## src/rtl/iep_pkg.sv

```systemverilog
// Purpose: shared constants for the interrupt and exception priority unit
// Assumes: 16-bit status word, 3-bit level mask, 8 peripheral request lines
// Notes:   level code is {privilege, mask}; a lower code ranks higher
package iep_pkg;
	localparam int NPER = 8;
	localparam int NDMA = 16;
	// status word fields
	localparam int PS_P_BIT   = 7;
	localparam int PS_I_BIT   = 6;
	localparam int PS_S_BIT   = 5;
	localparam int PS_ILM_LSB = 13;
	localparam logic [15:0] PS_RST = 16'hE000;
	localparam logic [15:0] SSP_RST = 16'h0000;
	// vectors
	localparam logic [7:0] VEC_VECTOR9_TRAP_OPCODE = 8'h09;
	localparam logic [7:0] VEC_UNDEF = 8'h0A;
	localparam logic [7:0] VEC_NMI = 8'h0B;
	localparam logic [7:0] VEC_DELAYED = 8'h0C;
	localparam logic [7:0] VEC_PERIPH = 8'h0D;
	localparam logic [2:0] ILM_DEBUG = 3'h2;
	localparam logic [2:0] ILM_NMI = 3'h4;
	localparam logic [3:0] IDLE_USER_LEVEL = 4'hF;
	localparam logic [15:0] SSP_STEP = 16'h0002;
	localparam logic [15:0] RETURN_FROM_INTERRUPT_POP = 16'h000C;
	// context items and counts
	localparam logic [3:0] ITEM_AH = 4'h3;
	localparam logic [3:0] ITEM_PCB = 4'h9;
	localparam logic [3:0] N_LONG = 4'h9;
	localparam logic [3:0] N_NORMAL = 4'h6;
	localparam logic [3:0] N_SHORT = 4'h3;
	// apb map
	localparam logic [7:0] ADDR_CTRL = 8'h00;
	localparam logic [7:0] ADDR_STATUS = 8'h04;
	localparam logic [7:0] ADDR_SSP = 8'h08;
	localparam logic [31:0] CTRL_RST = 32'h0000_0000;
	localparam int CTRL_DBG_BIT = 0;
	localparam int CTRL_OCD_BIT = 1;
	localparam int CTRL_LONG_BIT = 2;
	localparam int CTRL_LVL_LSB = 4;
	typedef enum logic [1:0] {
		IEP_IDLE = 2'b00,
		IEP_PUSH = 2'b01,
		IEP_VEC  = 2'b11
	} iep_state_t;
	typedef enum logic [3:0] {
		K_NONE, K_TOOL, K_IB, K_NMI, K_PER, K_DLY, K_UNDEF, K_VECTOR9_TRAP_OPCODE, K_BREAKPOINT_OPCODE, K_SWI
	} iep_kind_t;
endpackage

```

## src/rtl/iep_exc.sv

```systemverilog
// Purpose: ranks and accepts interrupts and exceptions, saves context, loads status
// Assumes: opcode pulses come only while the unit is idle; requests hold until served
// Notes:   one acceptance per instruction boundary; context leaves as a word stream
// How it works
// - higher-priority request preempts at instruction end
// - equal or lower level waits for mask change
// - dma grant held while busy, lowest channel wins
// - software trap always accepted, nests freely
// - instruction break: mask above 2, privilege set
// - nmi vector 11, level P4 entry
// - peripheral: mask above level, both flags set
// - delayed request yields to same-level peripheral
// - peripheral entry sets stack flag, mask, vector
// - tool break level comes from debug config
// - level code is privilege then mask
// - privilege flag is status bit 7
// - opcode exceptions accepted, hardware blocked meanwhile
// - undefined opcode traps vector 10, saves own address
// - six pushes, stack pointer drops two each
// - vector 9 trap saves pc plus one
// - breakpoint with debug unit enters debug vector
// - breakpoint without debug unit acts as undefined
// - legacy debug mode still decrements stack pointer
// - onchip debug saves long or short context
// - return restores full saved status
// - tool break before instruction break before nmi
module iep_exc (
	// clock and reset
	input  wire logic                          clk,
	input  wire logic                          rst,
	// apb slave
	input  wire logic                          psel,
	input  wire logic                          penable,
	input  wire logic                          pwrite,
	input  wire logic [7:0]                    paddr,
	input  wire logic [31:0]                   pwdata,
	output logic [31:0]                        prdata,
	output logic                               pready,
	output logic                               pslverr,
	// instruction boundaries from the cpu
	input  wire logic                          instr_end,
	input  wire logic                          string_point,
	// hardware requests
	input  wire logic                          nmi_pin,
	input  wire logic                          ib_req,
	input  wire logic                          tool_req,
	input  wire logic [iep_pkg::NPER-1:0]      per_req,
	input  wire logic [3*iep_pkg::NPER-1:0]    per_level,
	input  wire logic                          dly_req,
	input  wire logic [2:0]                    dly_level,
	// opcode events
	input  wire logic                          op_undef,
	input  wire logic                          op_vector9_trap_opcode,
	input  wire logic                          op_breakpoint_opcode,
	input  wire logic                          op_swi,
	input  wire logic [7:0]                    op_swi_vec,
	input  wire logic                          op_return_from_interrupt,
	input  wire logic [15:0]                   return_from_interrupt_ps,
	// cpu context
	input  wire logic [15:0]                   ctx_acc_hi,
	input  wire logic [15:0]                   ctx_acc_lo,
	input  wire logic [15:0]                   ctx_dpr_adb,
	input  wire logic [15:0]                   ctx_dtb_pcb,
	input  wire logic [15:0]                   ctx_pc,
	input  wire logic [15:0]                   ctx_usb_ssb,
	input  wire logic [15:0]                   ctx_usp,
	// dma arbitration
	input  wire logic [iep_pkg::NDMA-1:0]      dma_req,
	input  wire logic                          dma_done,
	output logic [iep_pkg::NDMA-1:0]           dma_grant,
	// sequencer outputs
	output logic                               accept,
	output logic                               push_valid,
	output logic [15:0]                        push_data,
	output logic [15:0]                        push_addr,
	output logic                               push_debug,
	output logic                               vec_valid,
	output logic [7:0]                         vec_num,
	output logic                               vec_debug,
	output logic [15:0]                        ps_out,
	output logic [15:0]                        ssp_out
);
	iep_pkg::iep_state_t state_q, state_d;
	iep_pkg::iep_kind_t  kind_q, kind_d;
	logic [31:0] ctrl_q;
	logic [15:0] ps_q, new_ps_q, new_ps_d, save_ps_q, ssp_q, pc_save_q;
	logic [3:0]  cnt_q, nitems_q, start_q, nitems_d, start_d;
	logic        dbg_dst_q, dbg_dst_d, dec_q, dec_d, vdbg_q, vdbg_d;
	logic [7:0]  vec_q, vec_d;
	logic [1:0]  nmi_sync_q;
	logic        busy_dma_q;
	logic [iep_pkg::NDMA-1:0] grant_q, dma_pick;
	logic        push_v_q, vec_v_q, push_dbg_q;
	logic [15:0] push_d_q, push_a_q;

	// apb decode
	wire apb_acc = psel && penable;
	wire apb_wr = apb_acc && pwrite;
	wire hit_ctrl = paddr == iep_pkg::ADDR_CTRL;
	wire hit_stat = paddr == iep_pkg::ADDR_STATUS;
	wire hit_ssp = paddr == iep_pkg::ADDR_SSP;
	wire hit_any = hit_ctrl || hit_stat || hit_ssp;
	assign pready = 1'b1;
	assign pslverr = apb_acc && !hit_any;
	// read word is taken in the setup cycle so prdata leaves a flip-flop;
	// a status change in the access cycle itself shows on the next read
	wire [31:0] rd_word = hit_ctrl ? ctrl_q :
		hit_stat ? {16'h0000, ps_q} :
		hit_ssp ? {16'h0000, ssp_q} : 32'h0000_0000;
	logic [31:0] prdata_q;
	always_ff @(posedge clk) begin
		if (rst) prdata_q <= 32'h0000_0000;
		else prdata_q <= (psel && !penable) ? rd_word : apb_acc ? prdata_q : 32'h0000_0000;
	end
	assign prdata = prdata_q;

	// status fields
	wire       dbg_on = ctrl_q[iep_pkg::CTRL_DBG_BIT];
	wire       ocd = ctrl_q[iep_pkg::CTRL_OCD_BIT];
	wire       long_ctx = ctrl_q[iep_pkg::CTRL_LONG_BIT];
	wire [3:0] tool_lvl = ctrl_q[iep_pkg::CTRL_LVL_LSB +: 4];
	wire       priv = ps_q[iep_pkg::PS_P_BIT];
	wire       ien = ps_q[iep_pkg::PS_I_BIT];
	wire [2:0] interrupt_level_mask = ps_q[iep_pkg::PS_ILM_LSB +: 3];
	wire [3:0] cur_lvl = {priv, interrupt_level_mask};
	wire       idle = state_q == iep_pkg::IEP_IDLE;
	wire       any_pt = instr_end || string_point;

	// peripheral resolver: lowest level, then smallest number
	logic [2:0] per_best;
	logic [2:0] per_idx;
	logic       per_any;
	logic       per_same;
	always_comb begin
		per_best = 3'h7;
		per_idx = 3'h0;
		per_any = 1'b0;
		per_same = 1'b0;
		for (int i = 0; i < iep_pkg::NPER; i++) begin
			if (per_req[i] && (!per_any || per_level[3*i +: 3] < per_best)) begin
				per_best = per_level[3*i +: 3];
				per_idx = i[2:0];
				per_any = 1'b1;
			end
			if (per_req[i] && per_level[3*i +: 3] == dly_level) begin
				per_same = 1'b1;
			end
		end
	end

	// acceptance conditions
	wire hw_ok = idle && !op_undef && !op_vector9_trap_opcode && !op_breakpoint_opcode && !op_swi;
	wire ok_tool = tool_req && any_pt && (tool_lvl < cur_lvl);
	wire ok_ib = ib_req && instr_end && interrupt_level_mask > iep_pkg::ILM_DEBUG && priv;
	wire ok_nmi = nmi_sync_q[1] && any_pt && interrupt_level_mask > iep_pkg::ILM_NMI && priv;
	wire ok_per = per_any && any_pt && interrupt_level_mask > per_best && priv && ien;
	wire ok_dly = dly_req && any_pt && interrupt_level_mask > dly_level && priv && ien && !per_same;
	wire op_any = op_undef || op_vector9_trap_opcode || op_breakpoint_opcode || op_swi;
	assign accept = idle && (op_any || ok_tool || ok_ib || ok_nmi || ok_per || ok_dly);

	// selection of kind and entry status
	always_comb begin
		kind_d = iep_pkg::K_NONE;
		new_ps_d = ps_q;
		vec_d = 8'h00;
		vdbg_d = 1'b0;
		new_ps_d[iep_pkg::PS_S_BIT] = 1'b1;
		if (op_swi) begin
			kind_d = iep_pkg::K_SWI;
			vec_d = op_swi_vec;
			new_ps_d[iep_pkg::PS_I_BIT] = 1'b0;
		end else if (op_vector9_trap_opcode) begin
			kind_d = iep_pkg::K_VECTOR9_TRAP_OPCODE;
			vec_d = iep_pkg::VEC_VECTOR9_TRAP_OPCODE;
			new_ps_d[iep_pkg::PS_I_BIT] = 1'b0;
		end else if (op_breakpoint_opcode && dbg_on) begin
			kind_d = iep_pkg::K_BREAKPOINT_OPCODE;
			vdbg_d = 1'b1;
			new_ps_d[iep_pkg::PS_I_BIT] = 1'b0;
			new_ps_d[iep_pkg::PS_P_BIT] = 1'b0;
			new_ps_d[iep_pkg::PS_ILM_LSB +: 3] = iep_pkg::ILM_DEBUG;
		end else if (op_undef || op_breakpoint_opcode) begin
			kind_d = iep_pkg::K_UNDEF;
			vec_d = iep_pkg::VEC_UNDEF;
			new_ps_d[iep_pkg::PS_I_BIT] = 1'b0;
		end else if (ok_tool) begin
			kind_d = iep_pkg::K_TOOL;
			vdbg_d = 1'b1;
			new_ps_d[iep_pkg::PS_P_BIT] = tool_lvl[3];
			new_ps_d[iep_pkg::PS_ILM_LSB +: 3] = tool_lvl[2:0];
		end else if (ok_ib) begin
			kind_d = iep_pkg::K_IB;
			vdbg_d = 1'b1;
			new_ps_d[iep_pkg::PS_P_BIT] = 1'b0;
			new_ps_d[iep_pkg::PS_ILM_LSB +: 3] = iep_pkg::ILM_DEBUG;
		end else if (ok_nmi) begin
			kind_d = iep_pkg::K_NMI;
			vec_d = iep_pkg::VEC_NMI;
			new_ps_d[iep_pkg::PS_P_BIT] = 1'b0;
			new_ps_d[iep_pkg::PS_ILM_LSB +: 3] = iep_pkg::ILM_NMI;
		end else if (ok_per) begin
			kind_d = iep_pkg::K_PER;
			vec_d = iep_pkg::VEC_PERIPH + {5'h00, per_idx};
			new_ps_d[iep_pkg::PS_ILM_LSB +: 3] = per_best;
		end else if (ok_dly) begin
			kind_d = iep_pkg::K_DLY;
			vec_d = iep_pkg::VEC_DELAYED;
			new_ps_d[iep_pkg::PS_ILM_LSB +: 3] = dly_level;
		end
	end

	// context form: debug kinds go to debug registers
	wire dbg_kind = kind_d == iep_pkg::K_TOOL || kind_d == iep_pkg::K_IB ||
		kind_d == iep_pkg::K_BREAKPOINT_OPCODE;
	wire ocd_form = dbg_kind && ocd;
	assign dbg_dst_d = dbg_kind;
	assign dec_d = !ocd_form;
	assign nitems_d = !ocd_form ? iep_pkg::N_NORMAL : long_ctx ? iep_pkg::N_LONG : iep_pkg::N_SHORT;
	assign start_d = (ocd_form && long_ctx) ? 4'h0 : iep_pkg::ITEM_AH;
	wire [15:0] pc_sel = (kind_d == iep_pkg::K_VECTOR9_TRAP_OPCODE) ? ctx_pc + 16'h0001 : ctx_pc;

	// item mux; short form walks code bank, pc, status
	wire        short_f = !dec_q && nitems_q == iep_pkg::N_SHORT;
	wire [3:0]  item = short_f ? (cnt_q == 4'h0 ? iep_pkg::ITEM_PCB : cnt_q + 4'h6) :
		start_q + cnt_q;
	logic [15:0] item_data;
	always_comb begin
		unique case (item)
			4'h0: item_data = ctx_usb_ssb;
			4'h1: item_data = ctx_usp;
			4'h2: item_data = ssp_q;
			4'h3: item_data = ctx_acc_hi;
			4'h4: item_data = ctx_acc_lo;
			4'h5: item_data = ctx_dpr_adb;
			4'h6: item_data = ctx_dtb_pcb;
			4'h7: item_data = pc_save_q;
			4'h8: item_data = save_ps_q;
			4'h9: item_data = {8'h00, ctx_dtb_pcb[7:0]};
			default: item_data = 16'h0000;
		endcase
	end
	wire last_item = cnt_q == nitems_q - 4'h1;
	wire [15:0] ssp_dec = ssp_q - iep_pkg::SSP_STEP;

	always_comb begin
		state_d = state_q;
		unique case (state_q)
			iep_pkg::IEP_IDLE: if (accept) state_d = iep_pkg::IEP_PUSH;
			iep_pkg::IEP_PUSH: if (last_item) state_d = iep_pkg::IEP_VEC;
			iep_pkg::IEP_VEC:  state_d = iep_pkg::IEP_IDLE;
			default:           state_d = iep_pkg::IEP_IDLE;
		endcase
	end

	always_ff @(posedge clk) begin
		if (rst) begin
			state_q <= iep_pkg::IEP_IDLE;
			kind_q <= iep_pkg::K_NONE;
			cnt_q <= 4'h0;
		end else begin
			state_q <= state_d;
			if (accept) kind_q <= kind_d;
			cnt_q <= (state_q == iep_pkg::IEP_PUSH && !last_item) ? cnt_q + 4'h1 : 4'h0;
		end
	end

	// captured entry data
	always_ff @(posedge clk) begin
		if (rst) begin
			new_ps_q <= iep_pkg::PS_RST;
			save_ps_q <= iep_pkg::PS_RST;
			pc_save_q <= 16'h0000;
			nitems_q <= iep_pkg::N_NORMAL;
			start_q <= iep_pkg::ITEM_AH;
			dbg_dst_q <= 1'b0;
			dec_q <= 1'b1;
			vec_q <= 8'h00;
			vdbg_q <= 1'b0;
		end else if (accept) begin
			new_ps_q <= new_ps_d;
			save_ps_q <= ps_q;
			pc_save_q <= pc_sel;
			nitems_q <= nitems_d;
			start_q <= start_d;
			dbg_dst_q <= dbg_dst_d;
			dec_q <= dec_d;
			vec_q <= vec_d;
			vdbg_q <= vdbg_d;
		end
	end

	// status word, stack pointer and control register
	always_ff @(posedge clk) begin
		if (rst) begin
			ps_q <= iep_pkg::PS_RST;
			ssp_q <= iep_pkg::SSP_RST;
			ctrl_q <= iep_pkg::CTRL_RST;
		end else begin
			if (state_q == iep_pkg::IEP_VEC) ps_q <= new_ps_q;
			else if (op_return_from_interrupt && idle) ps_q <= return_from_interrupt_ps;
			if (state_q == iep_pkg::IEP_PUSH && dec_q) ssp_q <= ssp_dec;
			else if (op_return_from_interrupt && idle) ssp_q <= ssp_q + iep_pkg::RETURN_FROM_INTERRUPT_POP;
			else if (apb_wr && hit_ssp) ssp_q <= pwdata[15:0];
			if (apb_wr && hit_ctrl) ctrl_q <= {24'h00_0000, pwdata[7:4], 1'b0, pwdata[2:0]};
		end
	end

	// push stream and vector pulse
	always_ff @(posedge clk) begin
		if (rst) begin
			push_v_q <= 1'b0;
			push_d_q <= 16'h0000;
			push_a_q <= 16'h0000;
			push_dbg_q <= 1'b0;
			vec_v_q <= 1'b0;
		end else begin
			push_v_q <= state_q == iep_pkg::IEP_PUSH;
			if (state_q == iep_pkg::IEP_PUSH) begin
				push_d_q <= item_data;
				push_a_q <= dec_q ? ssp_dec : {12'h000, item};
				push_dbg_q <= dbg_dst_q;
			end
			vec_v_q <= state_q == iep_pkg::IEP_VEC;
		end
	end

	// nmi pin synchroniser
	always_ff @(posedge clk) begin
		if (rst) nmi_sync_q <= 2'b00;
		else nmi_sync_q <= {nmi_sync_q[0], nmi_pin};
	end

	// dma arbiter: lowest set bit
	assign dma_pick = dma_req & (~dma_req + 16'h0001);
	always_ff @(posedge clk) begin
		if (rst) begin
			grant_q <= 16'h0000;
			busy_dma_q <= 1'b0;
		end else if (!busy_dma_q || dma_done) begin
			grant_q <= (busy_dma_q ? 16'h0000 : dma_pick);
			busy_dma_q <= !busy_dma_q && |dma_req;
		end
	end

	assign dma_grant = grant_q;
	assign push_valid = push_v_q;
	assign push_data = push_d_q;
	assign push_addr = push_a_q;
	assign push_debug = push_dbg_q;
	assign vec_valid = vec_v_q;
	assign vec_num = vec_q;
	assign vec_debug = vdbg_q;
	assign ps_out = ps_q;
	assign ssp_out = ssp_q;
endmodule // iep_exc

```

## config.mk

```make
export PLATFORM = sky130hd
export DESIGN_NAME = iep_exc
export DESIGN_NICKNAME = d
export VERILOG_FILES = /design/src/rtl/iep_pkg.sv /design/src/rtl/iep_exc.sv
export SDC_FILE = /design/constraint.sdc
export NUM_CORES = 1
export LEC_CHECK = 0
export BUFFER_PORTS_ARGS = -buffer_cell sky130_fd_sc_hd__buf_2
export CORE_MARGIN = 2
export CORE_UTILIZATION = 25
export DETAILED_ROUTE_END_ITERATION = 8
export PLACE_DENSITY = 0.51
export SLEW_MARGIN = 20
export SYNTH_ARGS = -nofsm -noshare
export SYNTH_HDL_FRONTEND = slang
export SYNTH_SLANG_ARGS = --single-unit
```

## constraint.sdc

```tcl
create_clock -name clk -period 18.6 [get_ports clk]
set_input_delay 3.72 -clock clk [delete_from_list [all_inputs] [get_ports clk]]
set_output_delay 3.72 -clock clk [all_outputs]
set_load 0.01 [all_outputs]
```

==> flow_metrics.py <==
metrics = {
    "run_status": {
        "outcome": "finished clean",
    },
    "pwr": {
        "total_power_mw": 1.080,
        "power.static_leakage_nw": 5.671,
        "vdd_ir_drop_max_uv": 51.10,
        "p_per_area_nw_per_um2": 80.44,
    },
    "cts": {
        "cts_resized": 0,
        "clockRootBuffer": "clkbuf_16",
        "cts_tree": "built",
        "cts_buffers": 17,
        "ctsHoldBuffers": 0,
        "cts.sinks": 167,
        "ctsHtreeMaxLevel": 4,
        "clk_latency_ns": 0.46,
        "postCtsSetupBuffers": 0,
        "clockBufferDepth": 2,
        "clk_pin_slew_ns": 0.08,
    },
    "global_route": {
        "grt_max_degree": 81,
        "grt_pass1_wl_um": 67870,
        "grt_pass1_vias": 10960,
        "antenna_found_initial": 13,
        "grt.total_usage_pct": 20.05,
        "gr-total-overflow": 0,
    },
    "floorplanning": {
        "dieArea_um2": 44780,
        "rows": 76,
        "io_pins": 371,
        "die_h_um": 211.6,
        "coreArea_um2": 42790,
        "dieWidth_um": 211.6,
        "start_util_pct": 25.18,
    },
    "layout": {
        "area_growth_pct": 24.59,
        "drive_gt1_share_pct": 24.39,
        "post-route-util_pct": 31.38,
        "fillers": 4711,
        "nets": 1973,
        "final_area_um2": 13430,
    },
    "placed_design": {
        "gp_congestion": 0.9125,
        "placed_cell_area_um2": 12790,
        "io_buffers": 337,
        "hpwlAfterDp_um": 36040,
    },
    "timing": {
        "fin_crit_sh_pct": 94.95,
        "max_freq_mhz": 56.63,
        "finalHoldViolCount": 0,
        "finalMaxSlewViolations": 0,
        "rsz0062_at_grt": "no",
        "worst_pin_slew_ns": 1.071,
        "fin_skew_ns": 0.01473,
        "hold_slack_ns": 0.4393,
        "setup_viol_count_final": 0,
        "setup_tns_ns": 0,
        "max_slew_margin_pct": 28.36,
        "period_minus_slack_ns": 17.66,
    },
    "synth": {
        "syn_area_um2": 10780,
        "yosysUniqueCellTypes": 79,
        "yosysWarnings": 0,
        "ys_ff_latch": 167,
        "synth_area_leaders": "dfxtp_1 31%, nor2_1 6.8%, nand2_1 5.5%",
        "netlist_instances": 1430,
        "yosys.area.top_type": "dfxtp_1",
        "synth_edf_count": 0,
        "async_flop_share_pct": 0,
        "yosys.area.top_type_share_pct": 31.02,
        "ys.flop_type": "dfxtp_1",
        "syn-mean-instance-area_um2": 7.536,
        "yosysSeqAreaShare_pct": 31.02,
    },
    "worst_setup_path": {
        "cp_max_fo": 15,
        "crit_top_cell": "o21ai_0",
        "cpMaxStageDelayCell": "o311a_1",
        "start_kind": "input port",
        "max_stage_delay_ns": 0.48,
        "arrival_ns": 13.94,
        "crit_type": "input port to output port",
        "required_ns": 14.88,
        "setup.worst_path.end_class": "output port",
    },
    "route": {
        "routed_wl_um": 46330,
        "via_count": 11760,
        "wire_per_inst_um": 20.44,
        "drc": 0,
        "drt.antenna.violating_nets": 0,
        "vias_per_cell": 5.191,
        "dr.pass1.iters": 7,
        "drtIter0Drc": 934,
    },
    "worst_hold_path": {
        "hp-class": "flop to flop",
    },
    "job": {
        "maxCapViolCount": 0,
    },
}
-- flip-flops by register name (all words and copies together), names as in the netlist, 6 cells and up --
signal     cells
ssp_out       16
pc_save_q     16
vec_num        8
ctrl_q         7
push_addr     16
push_data     16
save_ps_q      6
prdata        16
new_ps_q      16
dma_grant     16
ps_out        16
-- logic make-up (layout without fill, tap and decap cells) --
group,Yosys count,count (layout),synth area share [%]
AND/OR/NAND/NOR,534,534,22.44
AO/OA/AOI/OAI,429,429,27.49
buffers and inverters,172,437,7.082
flip-flops,167,167,31.02
XOR/XNOR,63,63,5.120
adder cells (fa/ha/maj),32,32,3.785
multiplexers,31,31,2.984
other,2,27,0.06969
-- final cells by class --
class / count / area [um^2] / share of cell area [%]
Antenna cell: 10 / 25.02 / 0.1864
Clock buffer: 17 / 425.4 / 3.168
Clock inverter: 15 / 181.4 / 1.351
Inverter: 48 / 180.2 / 1.342
Multi-Input combinational cell: 1106 / 6749 / 50.27
Sequential cell: 167 / 3343 / 24.90
Tap cell: 546 / 683.2 / 5.088
Timing Repair Buffer: 357 / 1839 / 13.70
-- synthesized netlist by cell type (22+ instances only) --
master / count
nand2b_1: 22
nor2_1: 195
a22oi_1: 54
a221oi_1: 24
a211oi_1: 24
nand3_1: 26
buf_4: 27
clkbuf_1: 87
inv_1: 47
dfxtp_1: 167
ha_1: 31
nor3_1: 38
mux2i_1: 26
o21ai_0: 56
nand2_1: 159
a21oi_1: 108
xnor2_1: 49
-- placed cells by master (no fill, tap or decap), types with 7 or more instances in the layout --
master	synthesis	routed
a21oi_1	108	108
buf_4	27	21
a211oi_1	24	24
nor2b_1	18	18
o21a_1	11	11
a22o_1	21	21
o21ai_0	56	56
o22ai_1	8	7
xor2_1	14	14
ha_1	31	31
nand2b_1	22	21
o211ai_1	20	20
nand4_1	14	14
clkbuf_16	0	17
a222oi_1	7	7
nor2_1	195	194
buf_2	1	336
a31oi_1	21	21
a221oi_1	24	24
and3_1	10	10
nor4_1	9	9
a311oi_1	14	14
nor3_1	38	38
nand2_1	159	159
inv_1	47	47
dfxtp_1	167	167
a22oi_1	54	54
or3_1	12	12
mux2i_1	26	26
diode_2	0	10
conb_1	2	17
nand3_1	26	26
xnor2_1	49	49
-- critical path, delay by kind of cell --
kind                     cells  cell delay (ns)
AO/OA/AOI/OAI               23             4.65
adder cells (fa/ha/maj)      7             1.86
AND/OR/NAND/NOR             12             1.81
buffers and inverters        9             0.99
multiplexers                 3             0.90
-- path summary, 6_finish.rpt --
| check | from | end | slack, ns | depth (start not counted) |
|---|---|---|---|---|
| max | per_req[0] | accept | 0.94 | 54 |
| min | nmi_sync_q[0]$_SDFF_PP0_ | nmi_sync_q[1]$_SDFF_PP0_ | 0.44 | 1 |
| max reg2reg | ps_out[13]$_SDFFE_PP1P_ | vec_num[3]$_SDFFE_PP0P_ | 14.64 | 13 |
| min reg2reg | nmi_sync_q[0]$_SDFF_PP0_ | nmi_sync_q[1]$_SDFF_PP0_ | 0.44 | 1 |
-- metrics by stage --
stage               setup slack [ns]  instances
global placement               1.130       2224
CTS                            1.003       2256
detailed placement             1.042       2224
finish                        0.9401       2266
global route                  0.1563       2265
floorplan                      1.856       1445
-- report_power, final --
group	switching (mW)	internal, mW	total [mW]
Combinational	0.182	0.121	0.303
Clock	0.185	0.182	0.367
Sequential	0.0306	0.380	0.410
-- metal layers --
metal,share of wire [%],vias to the layer above,global-route usage (%),wire (um)
li1,-,5700,-,-
met2,43,435,29.98,20060
met3,7.5,53,4.302,3468
met1,47,5570,28.25,21710
met5,0.065,-,0,30
met4,2.3,4,7.115,1060
No activity file was read; power rests on OpenSTA's default activity.
